## config.mk

```make
export PLATFORM = sky130hd
export DESIGN_NAME = ccfa_top
export DESIGN_NICKNAME = d
export VERILOG_FILES = /design/src/rtl/ccfa_pkg.sv /design/src/rtl/ccfa_top.sv /design/src/rtl/ccfa_count_gate.sv /design/src/rtl/ccfa_access_check.sv
export VERILOG_INCLUDE_DIRS = /design/src /design/src/rtl
export SDC_FILE = /design/constraint.sdc
export NUM_CORES = 1
export LEC_CHECK = 0
export BUFFER_PORTS_ARGS = -buffer_cell sky130_fd_sc_hd__buf_4
export CELL_PAD_IN_SITES_DETAIL_PLACEMENT = 1
export CELL_PAD_IN_SITES_GLOBAL_PLACEMENT = 2
export CORE_MARGIN = 2
export CORE_UTILIZATION = 26
export DETAILED_ROUTE_END_ITERATION = 7
export GPL_TIMING_DRIVEN = 0
export PLACE_DENSITY = 0.86
export SLEW_MARGIN = 20
export SYNTH_ARGS = -nofsm -noshare
export SYNTH_HDL_FRONTEND = slang
export SYNTH_SLANG_ARGS = --single-unit
export TNS_END_PERCENT = 100
```

## constraint.sdc

```tcl
create_clock -name clk -period 4.09 [get_ports clk]
set_clock_uncertainty 0.05 [all_clocks]
set_input_delay 0.6135 -clock clk [delete_from_list [all_inputs] [get_ports clk]]
set_output_delay 0.6135 -clock clk [all_outputs]
set_load 0.01 [all_outputs]
```

## src/rtl/ccfa_consts.svh

```systemverilog
// constants for the cycle count filter block
`ifndef CCFA_CONSTS_SVH
`define CCFA_CONSTS_SVH
`define CCFA_P_BIT 31
`define CCFA_U_BIT 30
`define CCFA_NS_KERNEL_BIT 29
`define CCFA_NS_USER_BIT 28
`define CCFA_HYP_BIT 27
`define CCFA_REALM_USER_BIT 21
`define CCFA_WIDTH 32
`define CCFA_CNT_WIDTH 64
`define CCFA_COPROC 4'hf
`define CCFA_OPC1 3'h0
`define CCFA_CRN 4'he
`define CCFA_CRM 4'hf
`define CCFA_OPC2 3'h7
`define CCFA_SEL_CYCLE 5'h1f
`define CCFA_EC_TRAP 6'h03
`define CCFA_FILTER_RESET 32'h0000_0000
`endif

```

## src/rtl/ccfa_pkg.sv

```systemverilog
// types shared by the cycle count filter block
package ccfa_pkg;
  typedef enum logic [1:0] {
    ccfa_el0 = 2'h0,
    ccfa_el1 = 2'h1,
    ccfa_el2 = 2'h2,
    ccfa_el3 = 2'h3
  } ccfa_el_e;
  typedef enum logic [1:0] {
    ccfa_sec = 2'h0,
    ccfa_ns = 2'h1,
    ccfa_realm = 2'h2,
    ccfa_root = 2'h3
  } ccfa_ss_e;
  typedef enum logic [3:0] {
    ccfa_ok = 4'h1,
    ccfa_undef = 4'h2,
    ccfa_trap = 4'h4,
    ccfa_none = 4'h8
  } ccfa_res_e;
endpackage : ccfa_pkg

```

## src/rtl/ccfa_top.sv

```systemverilog
// cycle counter with filter register and guarded coprocessor access
//
// Function
// - privileged bit 31 stops level 1 counting
// - user bit 30 stops level 0 counting
// - non-secure level 1 counts when bit 29 matches
// - non-secure level 0 counts when bit 28 matches
// - bit 27 enables level 2 counting
// - realm level 0 counts when bit 21 matches
// - warm reset clears bits 31 to 27 and bit 21
// - unused and absent bits read zero
// - one 32-bit storage shared by all views
// - absent register makes access undefined
// - indirect port reaches it at select 31
// - direct encoding cp15, opc1 0, c14 c15 7
// - user access disabled traps level 0 accesses
// - fine-grained read/write traps go to level 2
// - hypervisor monitor trap goes to level 2
// - level 3 monitor trap, or undefined when halted with secure debug disabled
`timescale 1ns/100ps
`include "ccfa_consts.svh"
module ccfa_top
  import ccfa_pkg::*;
#(
  parameter bit HAVE_AA32 = 1'b1,
  parameter bit HAVE_PMU = 1'b1,
  parameter bit HAVE_EL2 = 1'b1,
  parameter bit HAVE_EL3 = 1'b1,
  parameter bit HAVE_REALM = 1'b1,
  parameter bit EL3_TRAP_PRIO = 1'b1
) (
  // clock and reset
  input wire logic clk,
  input wire logic reset_n,
  // coprocessor instruction port
  input wire logic cp_valid,
  input wire logic cp_write,
  input wire logic [3:0] cp_coproc,
  input wire logic [2:0] cp_opc1,
  input wire logic [3:0] cp_crn,
  input wire logic [3:0] cp_crm,
  input wire logic [2:0] cp_opc2,
  input wire logic cp_indirect,
  input wire logic [4:0] counter_select_field,
  input wire logic [31:0] cp_wdata,
  // external view write port
  input wire logic ext_write,
  input wire logic [31:0] ext_wdata,
  // processor state
  input wire ccfa_el_e cur_el,
  input wire ccfa_ss_e cur_ss,
  input wire logic el2_enabled,
  input wire logic halted,
  // trap control bits
  input wire logic user_access_enable_bit,
  input wire logic trap_general_exceptions_bit,
  input wire logic host_mode_bit,
  input wire logic fine_trap_permit_bit,
  input wire logic fine_read_trap_bit,
  input wire logic fine_write_trap_bit,
  input wire logic hyp_monitor_trap_bit,
  input wire logic level3_monitor_trap_bit,
  input wire logic secure_debug_disabled_bit,
  // access answer
  output logic cp_done,
  output logic cp_undef,
  output logic cp_trap,
  output logic [1:0] cp_trap_el,
  output logic [5:0] cp_trap_ec,
  output logic [31:0] cp_rdata,
  // filter view and counter
  output logic [31:0] cycle_count_filter_view,
  output logic [63:0] cycle_counter,
  output logic count_active
);
  // ----------------------------------------
  // writable bit mask
  // ----------------------------------------
  localparam logic [31:0] WMASK =
      (32'h1 << `CCFA_P_BIT) | (32'h1 << `CCFA_U_BIT)
    | ((HAVE_EL3 ? 32'h1 : 32'h0) << `CCFA_NS_KERNEL_BIT)
    | ((HAVE_EL3 ? 32'h1 : 32'h0) << `CCFA_NS_USER_BIT)
    | ((HAVE_EL2 ? 32'h1 : 32'h0) << `CCFA_HYP_BIT)
    | ((HAVE_REALM ? 32'h1 : 32'h0) << `CCFA_REALM_USER_BIT);
  localparam bit PRESENT = HAVE_AA32 && HAVE_PMU;

  // ----------------------------------------
  // decode
  // ----------------------------------------
  logic direct_hit;
  logic indirect_hit;
  logic hit;
  assign direct_hit = cp_coproc == `CCFA_COPROC && cp_opc1 == `CCFA_OPC1
    && cp_crn == `CCFA_CRN && cp_crm == `CCFA_CRM && cp_opc2 == `CCFA_OPC2;
  assign indirect_hit = cp_indirect && counter_select_field == `CCFA_SEL_CYCLE;
  assign hit = cp_valid && (direct_hit || indirect_hit);

  ccfa_res_e chk_result;
  ccfa_el_e chk_el;
  ccfa_access_check #(
    .HAVE_EL3(HAVE_EL3),
    .EL3_TRAP_PRIO(EL3_TRAP_PRIO)
  ) u_check (
    .is_write(cp_write),
    .cur_el(cur_el),
    .el2_enabled(el2_enabled && HAVE_EL2),
    .halted(halted),
    .user_access_enable_bit(user_access_enable_bit),
    .trap_general_exceptions_bit(trap_general_exceptions_bit),
    .host_mode_bit(host_mode_bit),
    .fine_trap_permit_bit(fine_trap_permit_bit),
    .fine_read_trap_bit(fine_read_trap_bit),
    .fine_write_trap_bit(fine_write_trap_bit),
    .hyp_monitor_trap_bit(hyp_monitor_trap_bit),
    .level3_monitor_trap_bit(level3_monitor_trap_bit),
    .secure_debug_disabled_bit(secure_debug_disabled_bit),
    .result(chk_result),
    .target_el(chk_el)
  );

  ccfa_res_e verdict;
  always_comb begin
    verdict = ccfa_none;
    if (hit) begin
      verdict = PRESENT ? chk_result : ccfa_undef;
    end
  end

  // ----------------------------------------
  // filter storage
  // ----------------------------------------
  logic [31:0] filter;
  logic [31:0] next_filter;
  always_comb begin
    next_filter = filter;
    // one storage for direct, indirect and external views
    if (verdict == ccfa_ok && cp_write) begin
      next_filter = cp_wdata & WMASK;
    end else if (ext_write && PRESENT) begin
      next_filter = ext_wdata & WMASK;
    end
  end
  always_ff @(posedge clk) begin
    if (!reset_n) begin
      filter <= `CCFA_FILTER_RESET;
    end else begin
      filter <= next_filter;
    end
  end
  assign cycle_count_filter_view = filter;

  // ----------------------------------------
  // answer registers
  // ----------------------------------------
  logic next_done;
  logic next_undef;
  logic next_trap;
  logic [1:0] next_trap_el;
  logic [5:0] next_trap_ec;
  logic [31:0] next_rdata;
  always_comb begin
    next_done = verdict != ccfa_none;
    next_undef = verdict == ccfa_undef;
    next_trap = verdict == ccfa_trap;
    next_trap_el = next_trap ? chk_el : 2'h0;
    next_trap_ec = next_trap ? `CCFA_EC_TRAP : 6'h00;
    next_rdata = (verdict == ccfa_ok && !cp_write) ? filter : 32'h0000_0000;
  end
  always_ff @(posedge clk) begin
    if (!reset_n) begin
      cp_done <= 1'b0;
      cp_undef <= 1'b0;
      cp_trap <= 1'b0;
      cp_trap_el <= 2'h0;
      cp_trap_ec <= 6'h00;
      cp_rdata <= 32'h0000_0000;
    end else begin
      cp_done <= next_done;
      cp_undef <= next_undef;
      cp_trap <= next_trap;
      cp_trap_el <= next_trap_el;
      cp_trap_ec <= next_trap_ec;
      cp_rdata <= next_rdata;
    end
  end

  // ----------------------------------------
  // cycle counter
  // ----------------------------------------
  logic gate_ok;
  ccfa_count_gate #(
    .HAVE_EL2(HAVE_EL2),
    .HAVE_EL3(HAVE_EL3),
    .HAVE_REALM(HAVE_REALM)
  ) u_gate (
    .filter(filter),
    .cur_el(cur_el),
    .cur_ss(cur_ss),
    .count_ok(gate_ok)
  );
  assign count_active = gate_ok && PRESENT;

  logic [63:0] next_counter;
  always_comb begin
    next_counter = cycle_counter;
    if (count_active) begin
      next_counter = cycle_counter + 64'h1;
    end
  end
  always_ff @(posedge clk) begin
    if (!reset_n) begin
      cycle_counter <= 64'h0;
    end else begin
      cycle_counter <= next_counter;
    end
  end
endmodule : ccfa_top

```

## src/rtl/ccfa_count_gate.sv

```systemverilog
// combinational decision whether the current cycle is counted
`timescale 1ns/100ps
`include "ccfa_consts.svh"
module ccfa_count_gate
  import ccfa_pkg::*;
#(
  parameter bit HAVE_EL2 = 1'b1,
  parameter bit HAVE_EL3 = 1'b1,
  parameter bit HAVE_REALM = 1'b1
) (
  // filter state
  input wire logic [31:0] filter,
  // processor state
  input wire ccfa_el_e cur_el,
  input wire ccfa_ss_e cur_ss,
  // decision
  output logic count_ok
);
  logic p_bit;
  logic u_bit;
  assign p_bit = filter[`CCFA_P_BIT];
  assign u_bit = filter[`CCFA_U_BIT];

  always_comb begin
    count_ok = 1'b0;
    case (cur_el)
      ccfa_el1: begin
        count_ok = !p_bit;
        if (HAVE_EL3 && cur_ss == ccfa_ns) begin
          count_ok = (filter[`CCFA_NS_KERNEL_BIT] == p_bit);
        end
      end
      ccfa_el0: begin
        count_ok = !u_bit;
        if (HAVE_EL3 && cur_ss == ccfa_ns) begin
          count_ok = (filter[`CCFA_NS_USER_BIT] == u_bit);
        end else if (HAVE_REALM && cur_ss == ccfa_realm) begin
          count_ok = (filter[`CCFA_REALM_USER_BIT] == u_bit);
        end
      end
      ccfa_el2: begin
        count_ok = HAVE_EL2 && filter[`CCFA_HYP_BIT];
      end
      ccfa_el3: begin
        count_ok = 1'b0;
      end
      default: begin
        count_ok = 1'b0;
      end
    endcase
  end
endmodule : ccfa_count_gate

```

## src/rtl/ccfa_access_check.sv

```systemverilog
// privilege and trap checks for coprocessor access to the filter
`timescale 1ns/100ps
`include "ccfa_consts.svh"
module ccfa_access_check
  import ccfa_pkg::*;
#(
  parameter bit HAVE_EL3 = 1'b1,
  parameter bit EL3_TRAP_PRIO = 1'b1
) (
  // access context
  input wire logic is_write,
  input wire ccfa_el_e cur_el,
  input wire logic el2_enabled,
  input wire logic halted,
  // trap controls
  input wire logic user_access_enable_bit,
  input wire logic trap_general_exceptions_bit,
  input wire logic host_mode_bit,
  input wire logic fine_trap_permit_bit,
  input wire logic fine_read_trap_bit,
  input wire logic fine_write_trap_bit,
  input wire logic hyp_monitor_trap_bit,
  input wire logic level3_monitor_trap_bit,
  input wire logic secure_debug_disabled_bit,
  // verdict
  output ccfa_res_e result,
  output ccfa_el_e target_el
);
  logic fine_hit;
  logic secure_halt;
  assign secure_halt = halted && HAVE_EL3 && secure_debug_disabled_bit;
  assign fine_hit = is_write ? fine_write_trap_bit : fine_read_trap_bit;

  always_comb begin
    result = ccfa_ok;
    target_el = ccfa_el1;
    // priority follows the documented order of checks
    if (cur_el == ccfa_el0 && secure_halt && EL3_TRAP_PRIO && level3_monitor_trap_bit) begin
      result = ccfa_undef;
    end else if (cur_el == ccfa_el0 && !user_access_enable_bit) begin
      result = ccfa_trap;
      target_el = (el2_enabled && trap_general_exceptions_bit) ? ccfa_el2 : ccfa_el1;
    end else if (cur_el != ccfa_el3 && el2_enabled
                 && !(host_mode_bit && trap_general_exceptions_bit)
                 && (!HAVE_EL3 || fine_trap_permit_bit) && fine_hit) begin
      result = ccfa_trap;
      target_el = ccfa_el2;
    end else if (cur_el != ccfa_el3 && cur_el != ccfa_el2
                 && el2_enabled && hyp_monitor_trap_bit) begin
      result = ccfa_trap;
      target_el = ccfa_el2;
    end else if (cur_el != ccfa_el3 && HAVE_EL3 && level3_monitor_trap_bit) begin
      if (secure_halt) begin
        result = ccfa_undef;
      end else begin
        result = ccfa_trap;
        target_el = ccfa_el3;
      end
    end
  end
endmodule : ccfa_access_check

```

==> flow_summary.yaml, run 1 <==
placed_design:
  dp_slack_ps: 828
  gp_congestion: 0.767
  dp_cells: 987
  io_buffers: 138
  dpl.hpwl_um: 12700
clock_network:
  clk_path_buf_depth: 2
  ctsResizeCount: 0
  cts_tree: "done"
  hold_buffers: 0
  cts_made_buffers: 9
  htreeDepth: 3
  cts_root_buf: "clkbuf_16"
  cts_setup_buffers: 0
  path_clk_slew_ps: 60
  insertion_delay_ps: 350
  clock-sinks: 81
min_path:
  worst_hold_path_type: "register to register"
  min_delay_path_depth: 2
  whs_endpoint: "cycle_counter[56]$_SDFFE_PN0P_"
  hold_start: "cycle_counter[56]$_SDFFE_PN0P_"
route:
  antenna_left: 0
  wire_per_inst_um: 16.3
  drc: 0
  viasPerCell: 4.97
  wirelength_um: 16400
  dr.pass1.iters: 4
  via_count: 4977
  drt_iter0_drc: 226
synth:
  async_reset_ff_share_pct: 0
  ys_types: 59
  yosysSeqAreaShare_pct: 34.1
  synth_seq_cells: 81
  syn_area_per_cell_um2: 8.42
  synth_edf_count: 0
  ys_warn_count: 0
  netlist_area_mm2: 0.00475
  synthTopCellsByArea: "dfxtp_1 (34%), buf_4 (9.3%), o31ai_1 (6.9%), or4_1 (6.8%), a21oi_1 (6.1%)"
  syn_inst: 565
  synth_ff_type: "dfxtp_1"
  yosysTopAreaCellShare_pct: 34.1
  synth_top_area_cell: "dfxtp_1"
sta:
  timing.hold.ws_ps: 451
  fin_crit_sh_pct: 79.0
  slew_headroom_pct: 38.3
  setup_ws_ps: 860
  tightest_slew_ps: 917
  drv_slew: 0
  rsz0062_at_grt: "no"
  finalHoldViolCount: 0
  max_freq_ghz: 0.310
  tns_ps: 0
  post-route-min-period_ps: 3230
  setup_viol: 0
setup_path:
  cp.required_ps: 3430
  r2r-end: "cycle_counter[2]$_SDFFE_PN0P_"
  path_buf_inv: 5
  cpPeakStageDelay_ps: 400
  cp-end-kind: "output pin"
  reg2reg_slack_ps: 1380
  critPathArrivalTime_ps: 2570
  critPathTopFamily: "buffers and inverters"
  reg2reg_depth: 7
  cp_common_cell: "buf_4"
  crit_type: "input port to output pin"
  crit_path_top_delay_cell: "mux2_2"
  path_depth: 8
  path_cells: "buf_4 -> and3b_1 -> mux2_2 -> nor3_2 -> buf_2 -> buf_6 -> inv_1 -> buf_4"
  r2r-start: "cycle_count_filter_view[29]$_SDFFE_PN0P_"
  startpoint_type: "input port"
  critPathMaxFanout: 10
pwr:
  max-vdd-ir-drop_uv: 184
  power_density_mw_per_mm2: 286
  leakage_nw: 2.66
cells_and_area:
  diodes: 0
  final_layout_size_suffix_gt1_share_pct: 31.4
  fin_util_pct: 36.6
  instances_no_fill: 1002
  multi_input_area_mm2: 0.00270
  final_nets: 878
  fillCellCount: 2205
  seq_area_mm2: 0.00162
  syn_to_final_growth_pct: 38.4
run_status:
  status: "complete, no violations"
flow_run:
  drv_cap: 0
die:
  ios: 248
  die_y_um: 139
  coreArea_mm2: 0.0180
  die_area_mm2: 0.0194
  die_w_um: 139
  start_util_pct: 26.5
  rows: 49
grt:
  grt_pass1_wl_um: 26500
  antenna_found_initial: 0
  grt_max_degree: 13
  grt_pass1_vias: 4941
  overflow: 0
  grt_usage_pct: 16.9
-- routing by layer --
metal	vias to the layer above	track usage, %	wire length (um)
met5	-	0	0
li1	2441	-	-
met1	2416	22.3	7540
met4	0	5.42	244
met2	105	28.1	7920
met3	15	3.06	667
-- how the worst max path moves through the flow --
| stage | startpoint | to |
|---|---|---|
| CTS | cur_ss[1] | count_active |
| detailed placement | cur_ss[1] | count_active |
| finish | cur_ss[1] | count_active |
| global placement | cur_ss[1] | count_active |
| floorplan | cur_ss[1] | count_active |
| global route | cycle_count_filter_view[29]$_SDFFE_PN0P_ | count_active |
-- flip-flops by register name, summed over array words and instances, names as in the netlist --
name / cells
cp_done: 1
cp_rdata: 6
cp_trap_ec: 1
cp_trap_el: 2
cp_undef: 1
cycle_count_filter_view: 6
cycle_counter: 64
-- per-stage QoR --
| step | cell area, um^2 | total power, mW |
|---|---|---|
| after floorplan | 4960 | 0.967 |
| after global placement | 6280 | 1.07 |
| after CTS | 6580 | 1.90 |
| final | 6580 | 1.88 |
| after detailed placement | 6280 | 1.07 |
| after global routing | 6580 | 1.96 |
-- tightest hold or removal path, stage by stage, from the launching register on --
cell and delay (ps):
dfxtp_1 330, o31ai_1 70, a21oi_1 60
-- synthesized netlist by cell type (13+ instances only) --
cell type and number:
buf_4 59, o21ai_0 13, nand2_1 42, dfxtp_1 81, or4_1 43, a21oi_1 58
inv_1 16, o31ai_1 44, nor2_1 16, nand4_1 21, nand3_1 23, clkbuf_1 14
-- final cells by class --
class / instances / area share (%)
repair buffers: 138 / 15.7
flip-flops and latches: 81 / 24.6
plain buffers: 87 / 8.77
clock buffers: 12 / 3.90
inverters: 16 / 0.913
clock inverters: 3 / 0.608
multi-input cells: 436 / 41.1
well taps: 229 / 4.35
-- placed cells by master (no fill, tap or decap), drive strengths merged, types with 8 or more instances in the layout --
cell / instances
mux2i: 10
o21ai: 14
inv: 16
nand2b: 12
clkbuf: 27
conb: 56
or4: 44
buf: 210
nor2: 16
and2: 8
nand3: 23
a21oi: 58
nand4: 26
or3: 13
dfxtp: 81
nand2: 42
o31ai: 46
nor4: 9
-- power by group --
part           internal [mW]  switching (mW)  total [mW]
Combinational          0.109           0.134       0.243
Sequential             0.796          0.0110       0.807
Clock                  0.501           0.333       0.834
Total                   1.41           0.478        1.88
-- kinds of logic after synthesis --
| family | after synthesis | share of synthesized area, % |
|---|---|---|
| other cells | 1 | 0.0789 |
| simple gates | 216 | 28.8 |
| fa+ha+maj | 1 | 0.263 |
| buf+inv | 103 | 13.4 |
| xor+xnor | 3 | 0.553 |
| mux | 12 | 2.58 |
| compound gates | 148 | 20.3 |
| flops | 81 | 34.1 |
Power figures use the tool's default switching activity.
==> inputs of run 2 (changes only) <==
- CORE_UTILIZATION: 26 -> 22
- PLACE_DENSITY: 0.86 -> 0.77
- clock period: 4.09 -> 2.8 ns (I/O delays scaled with it)
==> run 2 against run 1 <==
  * Critical path depth shrank 1
  * Final cell count grew 4.8%
  * Combinational power grew 50%
  * Clock power grew 45%
  * Worst setup slack lost 720 ps
  * Largest power group unchanged
  * Utilization shrank 5.0 points
  * First-iteration DRC count grew 28%
  * Flip-flop and latch count is the same
  * Largest cell class unchanged
  * Clock-buffer cell count shrank 2
  * Critical path type is now register to output pin
  * Die area grew 18%
  * Highest routed layer unchanged
  * Cell area grew 1.5%
  * Global-route usage shrank 1.7 points
==> flow_summary.yaml, run 2 (synthesized netlist as in run 1, its figures left out) <==
setup_path:
  r2r-start: "cycle_counter[3]$_SDFFE_PN0P_"
  critPathArrivalTime_ps: 2190
  startpoint_type: "register"
  critPathMaxFanout: 10
  crit_start: "cycle_count_filter_view[29]$_SDFFE_PN0P_"
  reg2reg_depth: 6
  cp.required_ps: 2330
  crit_path_top_delay_cell: "mux2_2"
  cp-end-kind: "output pin"
  crit_type: "register to output pin"
  cpPeakStageDelay_ps: 410
  path_cells: "and3b_1 -> mux2_2 -> nor3_4 -> buf_6 -> buf_6 -> inv_1 -> buf_4"
  cp_common_cell: "buf_6"
grt:
  grt_max_degree: 14
  overflow: 0
  grt_usage_pct: 15.2
  grt_pass1_vias: 4941
  antenna_found_initial: 0
  grt_pass1_wl_um: 27000
sta:
  fin_crit_sh_pct: 95.1
  drv_slew: 0
  tns_ps: 0
  max_freq_ghz: 0.376
  finalHoldViolCount: 0
  setup_ws_ps: 138
  rsz0062_at_grt: "no"
  tightest_slew_ps: 765
  setup_viol: 0
  slew_headroom_pct: 48.7
  post-route-min-period_ps: 2660
min_path:
  min_delay_path_depth: 3
  worst_hold_path_type: "input port to register"
  hold_start: "cp_wdata[29]"
clock_network:
  cts_tree: "done"
  clk_path_buf_depth: 2
  insertion_delay_ps: 340
  htreeDepth: 3
  path_clk_slew_ps: 60
  cts_made_buffers: 9
  cts_root_buf: "clkbuf_16"
  clock-sinks: 81
  hold_buffers: 0
placed_design:
  gp_congestion: 0.748
  io_buffers: 138
  dpl.hpwl_um: 13100
  dp_cells: 1033
  dp_slack_ps: -117
die:
  rows: 53
  die_w_um: 151
  die_y_um: 151
  start_util_pct: 22.5
  die_area_mm2: 0.0228
  coreArea_mm2: 0.0211
  ios: 248
pwr:
  leakage_nw: 2.68
  max-vdd-ir-drop_uv: 239
  power_density_mw_per_mm2: 412
  power_mw: 2.76
route:
  via_count: 4955
  wirelength_um: 17100
  wl_met2_um: 8170
  drc: 0
  wire_per_inst_um: 16.2
  dr.pass1.iters: 4
  met3_length_um: 727
  wl_met1_um: 8000
  drt_iter0_drc: 290
  antenna_left: 0
  top_layer: "met4"
  viasPerCell: 4.72
cells_and_area:
  max_flop_register: "cycle_counter"
  final_nets: 879
  diodes: 0
  final_common_cell: "buf_4"
  largest_reg_flops: 64
  mostFrequentLayoutCells: "buf_4 (198), dfxtp_1 (80), a21oi_1 (58), conb_1 (56)"
  syn_to_final_growth_pct: 40.5
  instances_no_fill: 1050
  final_layout_size_suffix_gt1_share_pct: 32.1
run_status:
  status: "complete, no violations"
flow_run:
  drv_cap: 0
[run 2: critical path: cells and delay by family, from the launching register on]
family	cells	cell delay (ps)
muxes	1	410
and+or+nand+nor	2	430
buffers and inverters	4	650
DFF	1	360
[run 2: repair_timing]
| item | CTS | global route |
|---|---|---|
| setup buffers | 1 | 0 |
| pin swaps | 1 | 0 |
| endpoints found under the hold margin | 0 | 0 |
| resized for setup | 3 | 4 |
| endpoints found under the setup margin | 1 | 15 |
| cloned | 0 | 0 |
[run 2: worst paths after layout]
check | endpoint | slack [ps]
worst max-delay path | count_active | 140
worst min register to register | cycle_counter[35]$_SDFFE_PN0P_ | 450
worst max register to register | cycle_counter[31]$_SDFFE_PN0P_ | 260
worst min-delay path | cycle_count_filter_view[29]$_SDFFE_PN0P_ | 270
[run 2: layout make-up]
class,count,area (um^2)
fill,2583,14400
multi-input combinational,436,2730
tap,275,344
timing repair buffer,139,1040
clock buffer,10,239
inverter,16,60.1
sequential,81,1620
buffer,87,583
clock inverter,6,57.6
[run 2: routing by layer]
metal	up-vias	global-route usage, %
li1	2439	-
met1	2406	19.9
met2	101	25.6
met3	9	3.04
met4	0	3.64
met5	-	0
[run 2: power by group]
| group | internal (mW) | leakage [nW] | switching (mW) |
|---|---|---|---|
| clock network | 0.709 | 0.148 | 0.503 |
| registers | 1.16 | 0.654 | 0.0167 |
| logic | 0.163 | 1.88 | 0.201 |
| total | 2.04 | 2.68 | 0.720 |
[run 2: metrics by stage]
step | hold slack (ps) | instance area (um^2) | utilization (%)
3_3_place_gp | 441 | 6340 | 30.1
2_1_floorplan | 446 | 4960 | -
5_1_grt | 286 | 6680 | 31.7
3_5_place_dp | 448 | 6340 | 30.1
6_report | 272 | 6680 | 31.7
4_1_cts | 268 | 6660 | 31.6
